[config.mk]
export PLATFORM = sky130hd
export DESIGN_NAME = i2c_scl_timing_gencall
export DESIGN_NICKNAME = d
export VERILOG_FILES = /design/src/shared/scl_timing_pkg.sv /design/src/core/general_call_status.sv /design/src/core/i2c_scl_timing_gencall.sv /design/src/core/scl_phase_timer.sv
export SDC_FILE = /design/constraint.sdc
export NUM_CORES = 1
export LEC_CHECK = 0
export ABC_AREA = 1
export BUFFER_PORTS_ARGS = -buffer_cell sky130_fd_sc_hd__buf_4
export CORE_MARGIN = 10
export CORE_UTILIZATION = 45
export DETAILED_ROUTE_END_ITERATION = 8
export PLACE_DENSITY = 0.69
export SYNTH_ARGS = -nofsm -noshare
export SYNTH_HDL_FRONTEND = slang
export SYNTH_SLANG_ARGS = --single-unit
[constraint.sdc]
create_clock -name i_clock -period 1.9 [get_ports i_clock]
set_input_delay 0.095 -clock i_clock [delete_from_list [all_inputs] [get_ports i_clock]]
set_output_delay 0.095 -clock i_clock [all_outputs]
set_load 0.01 [all_outputs]
[src/shared/scl_timing_pkg.sv]
// Package: register map, reset values, minima and shared types for the SCL timing block
package scl_timing_pkg;

    // Register byte addresses
    localparam logic [31:0] ADDR_STD_HIGH_COUNT = 32'h5000_1314;
    localparam logic [31:0] ADDR_STD_LOW_COUNT = 32'h5000_1318;
    localparam logic [31:0] ADDR_FAST_HIGH_COUNT = 32'h5000_131C;
    localparam logic [31:0] ADDR_FAST_LOW_COUNT = 32'h5000_1320;
    localparam logic [31:0] ADDR_MASKED_INTR_STATUS = 32'h5000_132C;
    localparam logic [31:0] ADDR_GENERAL_CALL_CLEAR = 32'h5000_1368;

    // Reset values of the phase counts
    localparam logic [15:0] RESET_STD_HIGH = 16'h0048;
    localparam logic [15:0] RESET_STD_LOW = 16'h004F;
    localparam logic [15:0] RESET_FAST_HIGH = 16'h0008;
    localparam logic [15:0] RESET_FAST_LOW = 16'h0017;

    // Smallest values a phase count may hold
    localparam logic [15:0] MIN_HIGH_COUNT = 16'h0006;
    localparam logic [15:0] MIN_LOW_COUNT = 16'h0008;

    // Field positions
    localparam int COUNT_MSB = 15;
    localparam int GC_FLAG_BIT = 11;
    localparam int GC_CLEAR_BIT = 0;

    localparam logic [15:0] PHASE_LAST = 16'h0001;
    localparam logic [15:0] COUNT_STEP = 16'h0001;
    localparam logic [31:0] READ_ZERO = 32'h0000_0000;
    localparam logic [7:0] BYTE_ZERO = 8'h00;

    typedef enum logic [1:0] {
        SPEED_STD = 2'h1,
        SPEED_FAST = 2'h2,
        SPEED_HIGH = 2'h3
    } speed_t;

    typedef enum logic [2:0] {
        PHASE_IDLE = 3'h1,
        PHASE_LOW = 3'h2,
        PHASE_HIGH = 3'h4
    } phase_t;

    // Raise a written count to its floor
    function automatic logic [15:0] clamp_count(
        input logic [15:0] value,
        input logic [15:0] floor
    );
        clamp_count = (value < floor) ? floor : value;
    endfunction : clamp_count

endpackage : scl_timing_pkg

[src/core/general_call_status.sv]
// Sticky general-call status flag with disable and read-to-clear
`timescale 1ns/1ps
module general_call_status
    import scl_timing_pkg::*;
(
    input wire logic i_clock,
    input wire logic i_srst,
    input wire logic i_clock_enable,
    input wire logic i_controller_enable,
    input wire logic i_general_call_acked,
    input wire logic i_general_call_clear,
    output logic o_general_call_flag
);

    typedef struct packed {
        logic flag;
    } gc_state_t;

    gc_state_t state;
    gc_state_t next_state;

    always_comb
    begin
        next_state = state;
        if (!i_controller_enable)
        begin
            next_state.flag = 1'b0;
        end
        else if (i_general_call_acked)
        begin
            // Set beats a clear in the same cycle so no general call is lost
            next_state.flag = 1'b1;
        end
        else if (i_general_call_clear)
        begin
            next_state.flag = 1'b0;
        end
    end

    always_ff @(posedge i_clock)
    begin
        if (i_srst)
        begin
            state <= '0;
        end
        else if (i_clock_enable)
        begin
            state <= next_state;
        end
    end

    assign o_general_call_flag = state.flag;

endmodule : general_call_status

[src/core/i2c_scl_timing_gencall.sv]
// SCL phase-count registers, speed selection and general-call status of the two-wire controller
`timescale 1ns/1ps
module i2c_scl_timing_gencall
    import scl_timing_pkg::*;
(
    input wire logic i_clock,
    input wire logic i_srst,
    input wire logic i_clock_enable,
    input wire logic i_controller_enable,
    input wire logic [31:0] i_reg_addr,
    input wire logic [31:0] i_reg_wdata,
    input wire logic i_reg_write,
    input wire logic i_reg_read,
    output logic [31:0] o_reg_rdata,
    input wire logic i_scl_run,
    input wire logic [1:0] i_speed,
    input wire logic i_hs_preamble,
    input wire logic [15:0] i_hs_high_count,
    input wire logic [15:0] i_hs_low_count,
    input wire logic i_scl,
    output logic o_scl_out,
    output logic o_scl_oe_n,
    output logic o_scl_busy,
    input wire logic i_general_call_acked,
    input wire logic i_rx_valid,
    input wire logic [7:0] i_rx_data,
    output logic o_rx_push,
    output logic [7:0] o_rx_data,
    output logic o_general_call_flag
);

    typedef struct packed {
        logic [15:0] std_high_count;
        logic [15:0] std_low_count;
        logic [15:0] fast_high_count;
        logic [15:0] fast_low_count;
        logic [31:0] read_data;
        logic rx_push;
        logic [7:0] rx_data;
    } top_state_t;

    // Which register a bus address selects
    typedef enum logic [2:0] {
        SEL_NONE = 3'h0,
        SEL_STD_HIGH = 3'h1,
        SEL_STD_LOW = 3'h2,
        SEL_FAST_HIGH = 3'h3,
        SEL_FAST_LOW = 3'h4,
        SEL_STATUS = 3'h5,
        SEL_GC_CLEAR = 3'h6
    } reg_sel_t;

    // Shared by the write path, the read mux and the clear strobe
    function automatic reg_sel_t decode_reg(input logic [31:0] addr);
        unique case (addr)
            ADDR_STD_HIGH_COUNT:
            begin
                decode_reg = SEL_STD_HIGH;
            end
            ADDR_STD_LOW_COUNT:
            begin
                decode_reg = SEL_STD_LOW;
            end
            ADDR_FAST_HIGH_COUNT:
            begin
                decode_reg = SEL_FAST_HIGH;
            end
            ADDR_FAST_LOW_COUNT:
            begin
                decode_reg = SEL_FAST_LOW;
            end
            ADDR_MASKED_INTR_STATUS:
            begin
                decode_reg = SEL_STATUS;
            end
            ADDR_GENERAL_CALL_CLEAR:
            begin
                decode_reg = SEL_GC_CLEAR;
            end
            default:
            begin
                decode_reg = SEL_NONE;
            end
        endcase
    endfunction : decode_reg

    top_state_t state;
    top_state_t next_state;

    logic general_call_flag;
    logic general_call_clear;
    logic count_write_open;
    logic [15:0] phase_high_count;
    logic [15:0] phase_low_count;
    speed_t speed;
    reg_sel_t reg_sel;
    logic [15:0] count_wdata;
    logic [31:0] read_word;

    // Counts are locked while enabled; writes open at disable, even while a period begun earlier still runs
    assign count_write_open = !i_controller_enable;

    // Upper write-data bits are dropped; the counts are 16 bits wide
    assign count_wdata = i_reg_wdata[COUNT_MSB:0];

    // One address decode for writes, reads and the clear strobe
    assign reg_sel = decode_reg(i_reg_addr);

    // Reading the clear register consumes the flag
    assign general_call_clear = i_reg_read && (reg_sel == SEL_GC_CLEAR);

    assign speed = speed_t'(i_speed);

    // Phase counts for the selected speed
    // The timer samples them at each phase start, so a speed change waits a phase
    always_comb
    begin
        phase_high_count = state.std_high_count;
        phase_low_count = state.std_low_count;
        unique case (speed)
            SPEED_STD:
            begin
                phase_high_count = state.std_high_count;
                phase_low_count = state.std_low_count;
            end
            SPEED_FAST:
            begin
                phase_high_count = state.fast_high_count;
                phase_low_count = state.fast_low_count;
            end
            SPEED_HIGH:
            begin
                if (i_hs_preamble)
                begin
                    // Master code, start byte and general call go at fast timing
                    phase_high_count = state.fast_high_count;
                    phase_low_count = state.fast_low_count;
                end
                else
                begin
                    phase_high_count = i_hs_high_count;
                    phase_low_count = i_hs_low_count;
                end
            end
            default:
            begin
                phase_high_count = state.std_high_count;
                phase_low_count = state.std_low_count;
            end
        endcase
    end

    // Read mux; the status word shows only the general-call bit, the rest read zero
    always_comb
    begin
        read_word = READ_ZERO;
        unique case (reg_sel)
            SEL_STD_HIGH:
            begin
                read_word[COUNT_MSB:0] = state.std_high_count;
            end
            SEL_STD_LOW:
            begin
                read_word[COUNT_MSB:0] = state.std_low_count;
            end
            SEL_FAST_HIGH:
            begin
                read_word[COUNT_MSB:0] = state.fast_high_count;
            end
            SEL_FAST_LOW:
            begin
                read_word[COUNT_MSB:0] = state.fast_low_count;
            end
            SEL_STATUS:
            begin
                read_word[GC_FLAG_BIT] = general_call_flag;
            end
            SEL_GC_CLEAR:
            begin
                read_word[GC_CLEAR_BIT] = general_call_flag;
            end
            default:
            begin
            end
        endcase
    end

    always_comb
    begin
        next_state = state;

        // Register writes, clamped to their floors
        if (i_reg_write && count_write_open)
        begin
            unique case (reg_sel)
                SEL_STD_HIGH:
                begin
                    next_state.std_high_count =
                        clamp_count(count_wdata, MIN_HIGH_COUNT);
                end
                SEL_STD_LOW:
                begin
                    next_state.std_low_count =
                        clamp_count(count_wdata, MIN_LOW_COUNT);
                end
                SEL_FAST_HIGH:
                begin
                    next_state.fast_high_count =
                        clamp_count(count_wdata, MIN_HIGH_COUNT);
                end
                SEL_FAST_LOW:
                begin
                    // Whole-word write, so byte ordering cannot tear the count
                    next_state.fast_low_count =
                        clamp_count(count_wdata, MIN_LOW_COUNT);
                end
                default:
                begin
                end
            endcase
        end

        // Read data, registered and held until the next read
        if (i_reg_read)
        begin
            next_state.read_data = read_word;
        end

        // Received bytes, general-call data included, go on to the receive buffer
        next_state.rx_push = i_rx_valid;
        if (i_rx_valid)
        begin
            next_state.rx_data = i_rx_data;
        end
    end

    // Clock enable low freezes every register; reset still acts
    always_ff @(posedge i_clock)
    begin
        if (i_srst)
        begin
            state.std_high_count <= RESET_STD_HIGH;
            state.std_low_count <= RESET_STD_LOW;
            state.fast_high_count <= RESET_FAST_HIGH;
            state.fast_low_count <= RESET_FAST_LOW;
            state.read_data <= READ_ZERO;
            state.rx_push <= 1'b0;
            state.rx_data <= BYTE_ZERO;
        end
        else if (i_clock_enable)
        begin
            state <= next_state;
        end
    end

    // SCL periods start only while the controller is enabled; one under way runs to its end
    scl_phase_timer u_scl_phase_timer (
        .i_clock(i_clock),
        .i_srst(i_srst),
        .i_clock_enable(i_clock_enable),
        .i_run(i_scl_run && i_controller_enable),
        .i_scl(i_scl),
        .i_high_count(phase_high_count),
        .i_low_count(phase_low_count),
        .o_scl_out(o_scl_out),
        .o_scl_oe_n(o_scl_oe_n),
        .o_busy(o_scl_busy)
    );

    // Disable wins over an acknowledge in the same cycle
    general_call_status u_general_call_status (
        .i_clock(i_clock),
        .i_srst(i_srst),
        .i_clock_enable(i_clock_enable),
        .i_controller_enable(i_controller_enable),
        .i_general_call_acked(i_general_call_acked),
        .i_general_call_clear(general_call_clear),
        .o_general_call_flag(general_call_flag)
    );

    assign o_reg_rdata = state.read_data;
    assign o_rx_push = state.rx_push;
    assign o_rx_data = state.rx_data;
    assign o_general_call_flag = general_call_flag;

endmodule : i2c_scl_timing_gencall

[src/core/scl_phase_timer.sv]
// SCL low/high phase timer driving the open-drain clock pin
`timescale 1ns/1ps
module scl_phase_timer
    import scl_timing_pkg::*;
(
    input wire logic i_clock,
    input wire logic i_srst,
    input wire logic i_clock_enable,
    input wire logic i_run,
    input wire logic i_scl,
    input wire logic [15:0] i_high_count,
    input wire logic [15:0] i_low_count,
    output logic o_scl_out,
    output logic o_scl_oe_n,
    output logic o_busy
);

    typedef struct packed {
        phase_t phase;
        logic [15:0] count;
        logic scl_oe_n;
        logic busy;
        logic scl_out;
    } timer_state_t;

    timer_state_t state;
    timer_state_t next_state;

    always_comb
    begin
        next_state = state;
        unique case (state.phase)
            PHASE_IDLE:
            begin
                if (i_run)
                begin
                    next_state.phase = PHASE_LOW;
                    next_state.count = i_low_count;
                end
            end
            PHASE_LOW:
            begin
                if (state.count == PHASE_LAST)
                begin
                    next_state.phase = PHASE_HIGH;
                    next_state.count = i_high_count;
                end
                else
                begin
                    next_state.count = state.count - COUNT_STEP;
                end
            end
            PHASE_HIGH:
            begin
                // Hold while another device stretches SCL low
                if (i_scl)
                begin
                    if (state.count == PHASE_LAST)
                    begin
                        next_state.phase = i_run ? PHASE_LOW : PHASE_IDLE;
                        next_state.count = i_low_count;
                    end
                    else
                    begin
                        next_state.count = state.count - COUNT_STEP;
                    end
                end
            end
            default:
            begin
                next_state.phase = PHASE_IDLE;
            end
        endcase
        // Enable is active low: pin pulled low only in the low phase
        next_state.scl_oe_n = (next_state.phase != PHASE_LOW);
        next_state.busy = (next_state.phase != PHASE_IDLE);
        // Open-drain: the driven level is always low
        next_state.scl_out = 1'b0;
    end

    always_ff @(posedge i_clock)
    begin
        if (i_srst)
        begin
            state.phase <= PHASE_IDLE;
            state.count <= '0;
            state.scl_oe_n <= 1'b1;
            state.busy <= 1'b0;
            state.scl_out <= 1'b0;
        end
        else if (i_clock_enable)
        begin
            state <= next_state;
        end
    end

    assign o_scl_out = state.scl_out;
    assign o_scl_oe_n = state.scl_oe_n;
    assign o_busy = state.busy;

endmodule : scl_phase_timer

After elaboration in Yosys (flattened, before gate mapping)

Cells that the tools add are included.

Output and inout bits: 45
Bits in registers: 111
Bits of input ports: 117

$add $sub $neg: 1
$lt $le $gt $ge: 2
Multiplexer cells: 23
Equal/unequal tests: 23
Reductions and logical operators: 13

Operator list:

| kind                                                                          | count |
|---|---|
| 32-bit by 31-bit == test with 1-bit output, second input constant             | 6 |
| 16-bit 2-to-1 mux                                                             | 6 |
| 16-bit case mux with 2 select lines                                           | 2 |
| 16-bit case mux with 3 select lines                                           | 1 |
| 10-bit case mux with 4 select lines                                           | 1 |
| 19-bit 2-to-1 mux                                                             | 2 |
| 3-bit case mux with 6 select lines                                            | 1 |
| 16-bit by 1-bit == test with 1-bit output, second input constant              | 1 |
| 16-bit by 3-bit less-than comparator with 1-bit output, second input constant | 1 |
| 16-bit by 4-bit less-than comparator with 1-bit output, second input constant | 1 |
| 4-bit case mux with 4 select lines                                            | 1 |
| 16-bit by 1-bit subtractor with 16-bit output, second input constant          | 1 |
| 3-bit == test, second input constant                                          | 4 |
| 3-bit AND reduction                                                           | 4 |
| 1-bit case mux with 5 select lines                                            | 2 |
| 3-bit by 2-bit == test with 1-bit output, second input constant               | 3 |
| 3-bit case mux with 3 select lines                                            | 1 |
| 3-bit by 1-bit == test with 1-bit output, second input constant               | 2 |
| 3-bit 2-to-1 mux                                                              | 2 |
| 3-bit by 1-bit inequality test with 1-bit output, second input constant       | 2 |
| 2-bit AND reduction                                                           | 3 |
| 2-bit == test, second input constant                                          | 2 |
| 4-bit AND reduction                                                           | 1 |
| 1-bit logical AND                                                             | 3 |
| 7 further kinds                                                               | 9 |

Depth between registers and ports, before layout

Gate-level depths: netlist of run 1.

Word-level depth: 7
Gate-level depth with buffers: 16

Cells and area by module

From an unflattened synthesis of run 1, not the netlist that was laid out.

Cell total of the unflattened synthesis: 1118
Area total of the unflattened synthesis: 7338.3 µm²

By module, submodules not included:

| module                 | instances | cells each | area an instance (µm²) |
|---|---|---|---|
| i2c_scl_timing_gencall | 1         | 773        | 5288.8 |
| scl_phase_timer        | 1         | 335        | 1994.4 |
| general_call_status    | 1         | 10         | 55.1 |

Worst setup path before layout of run 1

No wires, ideal clock.

Path kind: register to register
Start: register u_scl_phase_timer.state[3] (netlist name)
End: register u_scl_phase_timer.state[17] (netlist name)
Stages on the path, launching flop included: 10
Setup slack: 0.315 ns
Arrival: 1.466 ns
Setup time: 0.119 ns
Required time: 1.781 ns
Path buffers: 0
Clock period less this slack: 1.585 ns
Cells stage by stage: dfxtp_1 -> inv_1 -> ha_1 -> nand3_1 -> nor3_1 -> nand3_1 -> o21ai_0 -> o211ai_1 -> nand2_1 -> a21oi_1

Longest elaborated chain between the ends: 4
Elaborated cells between the ends (all ways): 6
Classes of those cells: 1 x add/sub; 1 x eq/ne; 4 x mux

Ends and longest elaborated chain:

| element                                                                                                           | RTL line              | text |
|---|---|---|
| from (decl)                                                                                                       | scl_phase_timer.sv:26 | `timer_state_t state;` |
| from (signal assigned)                                                                                            | scl_phase_timer.sv:93 | `state <= next_state;` |
| 16-bit by 1-bit subtractor with 16-bit output / 16-bit by 1-bit == test with 1-bit output (equally long branches) | -                     |  |
| 16-bit 2-to-1 mux                                                                                                 | scl_phase_timer.sv:58 | `if (state.count == PHASE_LAST)` |
| 19-bit 2-to-1 mux                                                                                                 | scl_phase_timer.sv:56 | `if (i_scl)` |
| 16-bit case mux with 3 select lines (*)                                                                           | scl_phase_timer.sv:32 | `unique case (state.phase)` |

Every way passes the cells marked *; elsewhere a longest branch is shown, timed or not. The select of a mux whose other input is x is not followed.
A chain may end at the register's enable or synchronous reset.

Final worst setup path of run 1

Start: register u_scl_phase_timer.state[9] (netlist name)
End: register u_scl_phase_timer.state[11] (netlist name)

Same word-level chain as after synthesis.

==> results by group, run 1 <==
Pwr
  – P_sw: roughly 0.0015 W
  – Tot Pwr: around 0.0053 W
  – Int Pwr: 0.00378 W
  – Switch share: 28.6%
  – LEAKAGE: around 3.7 nW
  – Clock share of power: a little under two fifths
  – Flop pwr share: 45.3%
  – Combinational share of power: 17.0%
  – Peak supply drop: about 500 uV
  – Pwr dens: around 650 mW/mm2

Yosys
  – Syn Area/Cell: roughly 6.6 um2
  – Library cells used by synthesis: 42
  – Post-synthesis sequential element count: roughly 110
  – Synthesized cell area: between 0.006 and 0.007 mm2
  – Synth warn: 0
  – Mapped Cells: between 1000 and 1500
  – Sequential area share after synthesis: about 33%

Setup path
  – CP Data Arrival Time: approximately 2.1 ns
  – Crit start category: flop
  – Critical path's slowest cell: dfxtp_1
  – Crit-path cells: inv_1, nand2_1, nor2_1, nand2_2, inv_1, nand2_4, nor2_4, nand2_4, nand2_4, nand2_1, o211ai_1, nand2_1, a21oi_1
  – Critical path launch point: u_scl_phase_timer.state[9]
  – Critical Path Max Stage Delay: between 0.3 and 0.4 ns
  – R2r startpoint: u_scl_phase_timer.state[9]
  – Crit Path Max Fanout: 7
  – Worst Path Buf+Inv: 2
  – Family with the most delay on the worst path: simple AND/OR/NAND/NOR gates
  – CP Class: reg -> reg
  – Critical path capture point type: flop
  – Critical path required time: roughly 2.2 ns

Route
  – DRC: 0
  – Via-to-Cell Ratio: around 5.4
  – Wirelength per Cell: 17.0 um
  – Post-route ant nets: 0
  – First-pass DRT Iterations: 5
  – Routed wire length: 22.3 mm
  – Routed vias: about 7000
  – DR iter-0 viols: around 680

Die
  – Io pins: between 150 and 200
  – Die X: between 100 and 150 um
  – Core Area: 0.0145 mm2
  – Die H: 142 um
  – Initial Util: a little under half
  – Placement Rows: 44
  – Total die area: 0.0201 mm2

Timing
  – Final period utilization: between 90 and 100%
  – Clk_skew: between 0.01 and 0.015 ns
  – Tmin final: between 1.5 and 2 ns
  – Fin. max-slew vios: 0
  – Final setup viols: 0
  – Slew @ Worst Pin: about 0.74 ns
  – Slew HR: 50.6%
  – Hold Fails Final Rpt: 0
  – Max Clk Rate: 567 MHz

Hold path
  – Min-delay src: i_rx_data[1]
  – Worst hold path class: in -> reg

Outcome
  – Outcome: finished clean

Global routing
  – Met3 Resource Use GR: 4.77%
  – Total gr overflow: 0
  – Met2 usage in global routing: 33.7%
  – Largest net degree at the start of global routing: 82
  – First-pass GRT wire length: roughly 34 mm
  – Vias in the first global route: 6485
  – Tot GR Track Use: around a fifth
  – Antenna violations before repair: 0
  – GR Util met1: ~28%
  – Gr busiest metal: met2

Cells and area
  – Cell area after layout: roughly 0.0081 mm2
  – Ant diodes: 0
  – # nets final: around 1200
  – Most common cell after layout, fill and taps aside: nand2_1
  – P&R area growth vs syn: 21.7%
  – Share of layout cells above drive strength 1: about a fifth
  – Highest-count cells in the layout ignoring fill and taps: nand2_1, buf_4, a21oi_1

Clock tree
  – Maximum clock insertion buffer count: 2
  – CTS tree: yes
  – Clk root buf: clkbuf_16
  – H-Tree Depth: 3
  – Clock Latency Late Sink: around 0.37 ns
  – Total CTS buffers: 9
  – Reg clk slew, reported paths: 0.08 ns
  – CTS Sinks: 111

Flow run
  – Max-cap violations: 0

Place
  – Post-Place Cell Area: 0.00773 mm2
  – Routability cong.: roughly 0.91
  – HPWL Detailed: roughly 17 mm
  – Port Buf Inserts: between 100 and 150
-- worst min-delay path, stage by stage --
cell,delay (ns)
buf_4,0.07
o21ai_0,0.07
nor2_1,0.08
-- Yosys cell counts (all sizes together) --
cell type / count / share of area [%]
and2: 1 / 0.094
dfxtp: 111 / 33
o211ai: 20 / 2.2
clkbuf: 23 / 1.3
o221ai: 8 / 1.0
a221oi: 2 / 0.26
o22ai: 26 / 2.4
buf: 64 / 7.0
nor2: 100 / 6.5
nand3b: 10 / 1.1
xor2: 5 / 0.65
nand4: 4 / 0.37
nand2: 213 / 13
conb: 1 / 0.056
a31oi: 5 / 0.47
a21oi: 135 / 10
nor3: 9 / 0.82
inv: 112 / 6.3
a21boi: 2 / 0.22
o21ai: 101 / 7.6
a31o: 1 / 0.13
ha: 2 / 0.37
a22oi: 1 / 0.11
o31ai: 1 / 0.11
clkinv: 3 / 0.19
a211oi: 13 / 1.5
nand3: 32 / 2.5
xnor2: 1 / 0.13
-- registers in the layout, indices dropped and copies added, names as in the netlist --
register,cells
o_reg_rdata,16
o_rx_data,8
o_rx_push,1
state,64
u_general_call_status.o_general_call_flag,1
u_scl_phase_timer.o_busy,1
u_scl_phase_timer.o_scl_oe_n,1
u_scl_phase_timer.state,19
-- power by group through the flow --
stage | clock network [W] | registers [W] | logic [W]
floorplan | 0 | 0.00244 | 0.000508
global placement | 0 | 0.00245 | 0.000849
detailed placement | 0 | 0.00245 | 0.000860
CTS | 0.00201 | 0.00239 | 0.000870
global route | 0.00209 | 0.00240 | 0.000983
finish | 0.00200 | 0.00240 | 0.000901
-- stage by stage --
step                      setup slack, ns  std cells  hold slack, ns  utilization, %   TNS [ns]
after floorplan                     0.315       1022           0.230               -          0
after global placement              0.147       1288           0.346            53.2          0
after detailed placement           0.0768       1288           0.360            53.2          0
after CTS                          0.0266       1308        0.000992            55.5          0
after global routing            -0.000338       1310          0.0245            56.0  -0.000338
final                               0.136       1310         0.00196            56.0          0
-- metal layers --
layer / share of wire (%) / vias up
li1: - / 3527
met5: 0 / -
met1: 44 / 3183
met4: 2.2 / 0
met3: 7.3 / 34
met2: 46 / 287
-- logic make-up after synthesis --
kind of cell	synth area share, %
other	0.0561
AND/OR/NAND/NOR	24.3
XOR/XNOR	0.786
flip-flops	33.2
buffers and inverters	14.8
AO/OA/AOI/OAI	26.5
adder cells (fa/ha/maj)	0.374
-- final timing paths --
kind | to | slack (ns) | cells past startpoint
worst max-delay path | u_scl_phase_timer.state[11] | 0.14 | 13
worst min-delay path | o_rx_data[1] | 0.002 | 3
worst max register to register | u_scl_phase_timer.state[11] | 0.14 | 13
worst min register to register | o_reg_rdata[0] | 0.47 | 2
-- timing repair --
item,in CTS,in global routing
resized for setup,0,13
hold endpoints to repair,4,0
endpoints found under the setup margin,0,14
hold buffers,4,0
buffers inserted,0,2
-- cell type report --
class | count | area [um2]
fillers | 1488 | 6400
multi-input cells | 709 | 3580
flip-flops and latches | 111 | 2220
repair buffers | 175 | 1360
inverters | 115 | 433
well taps | 184 | 230
clock buffers | 9 | 225
clock inverters | 7 | 78.8
No activity file was read; power rests on OpenSTA's default activity.
==> run 2: changes to the inputs <==
==> constraint.sdc (replaced) <==
create_clock -name i_clock -period 1.9 [get_ports i_clock]
set_input_delay 0 -clock i_clock [delete_from_list [all_inputs] [get_ports i_clock]]
set_output_delay 0 -clock i_clock [all_outputs]
set_load 0.01 [all_outputs]
==> run 2 against run 1 <==
Critical path depth decreased by 2. Cell count grew 1.1%. Worst setup slack lost 0.011 ns. Utilization grew 1.1 points. Register-to-register slack about the same. Largest cell class unchanged. Largest power group unchanged.
==> results by group, run 2 (synthesis results as in run 1) <==
Outcome
  – Outcome: finished clean

Setup path
  – Critical path's slowest cell: dfxtp_1
  – Worst Path Buf+Inv: 0 (-2)
  – Critical Path Max Stage Delay: 0.44 ns (+0.08 ns)
  – Critical path required time: 2.19 ns (about the same)
  – Crit start category: flop
  – Crit Path Max Fanout: 8 (+1)
  – CP Class: reg -> reg
  – Crit-path cells: ha_4, nand3_1, nor2_2, nand2_2, nor2_4, nand2_2, nand2_4, nand2_1, o211ai_1, nand2_1, a21oi_1
  – Flop-to-flop setup slack: 0.13 ns (about the same)
  – CP Data Arrival Time: 2.06 ns (about the same)
  – Critical path capture point type: flop
  – Family with the most delay on the worst path: simple AND/OR/NAND/NOR gates

Die
  – Die H: 142 um (unchanged)
  – Io pins: 162 (unchanged)
  – Initial Util: 46.0% (unchanged)
  – Placement Rows: 44 (unchanged)
  – Total die area: 0.0201 mm2 (unchanged)
  – Core Area: 0.0145 mm2 (unchanged)
  – Die X: 142 um (unchanged)

Clock tree
  – Clock Latency Late Sink: 0.36 ns (about the same)
  – H-Tree Depth: 3 (unchanged)
  – Clk root buf: clkbuf_16
  – Reg clk slew, reported paths: 0.08 ns (about the same)
  – Maximum clock insertion buffer count: 2 (unchanged)
  – CTS tree: yes
  – CTS Sinks: 111 (unchanged)
  – Total CTS buffers: 9 (unchanged)

Route
  – Routed wire length: 22.5 mm (+0.60%)
  – DR iter-0 viols: 592 (-13%)
  – Metal2 WL: 10.5 mm (+2.1%)
  – Routed vias: 7105 (+1.1%)
  – First-pass DRT Iterations: 5 (unchanged)
  – Wirelength per Cell: 17.0 um (-0.53%)
  – Post-route ant nets: 0 (unchanged)
  – Top Metal Used: met4
  – Via-to-Cell Ratio: 5.36 (about the same)
  – Wire length on met1: 9.91 mm (+0.28%)
  – Routed met3 length: 1.58 mm (-3.2%)
  – DRC: 0 (unchanged)

Pwr
  – Combinational share of power: 17.8% (+0.8 points)
  – LEAKAGE: 3.77 nW (+0.95%)
  – Flop pwr share: 45.9% (+0.6 points)
  – Pwr dens: 630 mW/mm2 (-3.3%)
  – P_sw: 0.00151 W (-0.31%)
  – Int Pwr: 0.00371 W (-1.8%)
  – Tot Pwr: 0.00522 W (-1.4%)
  – Peak supply drop: 470 uV (-4.8%)
  – Switch share: 28.9% (+0.30 points)
  – Clock share of power: 36.3% (-1.4 points)

Cells and area
  – Fill cells: 1458 (-2.0%)
  – Reg with most FFs: state
  – Max FFs per register: 64 (unchanged)
  – Ant diodes: 0 (unchanged)
  – # nets final: 1255 (+1.2%)
  – Highest-count cells in the layout ignoring fill and taps: nand2_1, buf_4, a21oi_1
  – Share of layout cells above drive strength 1: 20.5% (-0.81 points)
  – Cell area after layout: 0.00829 mm2 (+2.0%)
  – P&R area growth vs syn: 24.0%
  – Most common cell after layout, fill and taps aside: nand2_1

Timing
  – Slew HR: 51.4% (+0.82 points)
  – Tmin final: 1.77 ns (+0.0109 ns)
  – Hold Fails Final Rpt: 0 (unchanged)
  – Final period utilization: 93.4% (+0.58 points)
  – Clk_skew: 0.00930 ns (-0.00273 ns)
  – RSZ-0062 raised after global routing: true
  – Setup TNS: 0 ns (unchanged)
  – Final setup viols: 0 (unchanged)
  – Worst Hold Margin: 0.0330 ns (+0.0310 ns)
  – Slew @ Worst Pin: 0.729 ns (-0.0122 ns)
  – Fin. max-slew vios: 0 (unchanged)
  – Max Clk Rate: 564 MHz (-0.62%)

Place
  – Routability cong.: 0.892 (-1.8%)
  – Post-Place Cell Area: 0.00767 mm2 (-0.71%)
  – Port Buf Inserts: 128 (unchanged)
  – HPWL Detailed: 16.6 mm (-0.55%)

Global routing
  – Vias in the first global route: 6712 (+3.5%)
  – Total gr overflow: 0 (unchanged)
  – First-pass GRT wire length: 35.2 mm (+1.9%)
  – Antenna violations before repair: 0 (unchanged)
  – Tot GR Track Use: 21.5% (+0.26 points)
  – Largest net degree at the start of global routing: 82 (unchanged)

Hold path
  – Worst hold path class: in -> reg

Flow run
  – Max-cap violations: 0 (unchanged)
## run 2: worst register-to-register path: stages (launching register included)
cell      delay (ns)
dfxtp_1         0.44
ha_4            0.18
nand3_1         0.09
nor2_2          0.12
nand2_2         0.13
nor2_4          0.17
nand2_2         0.10
nand2_4         0.14
nand2_1         0.07
o211ai_1        0.09
nand2_1         0.07
a21oi_1         0.11
## run 2: worst paths after layout
kind,start,to,cells past startpoint
worst max register to register,u_scl_phase_timer.state[3],u_scl_phase_timer.state[11],11
worst min register to register,o_reg_rdata[14],o_reg_rdata[14],2
worst min-delay path,i_hs_low_count[5],u_scl_phase_timer.state[8],5
worst max-delay path,u_scl_phase_timer.state[3],u_scl_phase_timer.state[11],11
## run 2: layout make-up
type | count | area (um2) | share of cell area (%)
Tap cell | 184 | 230 | 2.78
Clock buffer | 10 | 239 | 2.88
Inverter | 115 | 433 | 5.22
Timing Repair Buffer | 190 | 1550 | 18.7
Clock inverter | 6 | 51.3 | 0.619
Multi-Input combinational cell | 709 | 3570 | 43.0
Sequential cell | 111 | 2220 | 26.8
## run 2: metal layers
metal | up-vias | GRT usage [%]
met5 | - | 0
met4 | 0 | 5.38
met3 | 29 | 4.11
met2 | 273 | 35.4
met1 | 3248 | 28.1
li1 | 3555 | -
## run 2: per-stage QoR
step / worst slack (ns) / util [%] / std cells
floorplan: 0.315 / - / 1022
global placement: 0.143 / 52.8 / 1279
detailed placement: 0.0962 / 52.8 / 1279
CTS: 0.0752 / 56.6 / 1322
global route: -0.0159 / 57.1 / 1325
finish: 0.125 / 57.1 / 1325
## run 2: power by group through the flow
stage | clock, W | sequential (W) | combinational [W]
after floorplan | 0 | 0.00244 | 0.000508
after global placement | 0 | 0.00245 | 0.000842
after detailed placement | 0 | 0.00245 | 0.000851
after CTS | 0.00192 | 0.00240 | 0.000899
after global routing | 0.00200 | 0.00240 | 0.00102
final | 0.00189 | 0.00240 | 0.000929
## run 2: repair_timing
item                                    4_1_cts  5_1_grt
buffers inserted                              0        3
hold endpoints to repair                     71        0
hold buffers                                 27        0
resized for setup                             0       13
endpoints found under the setup margin        0       11
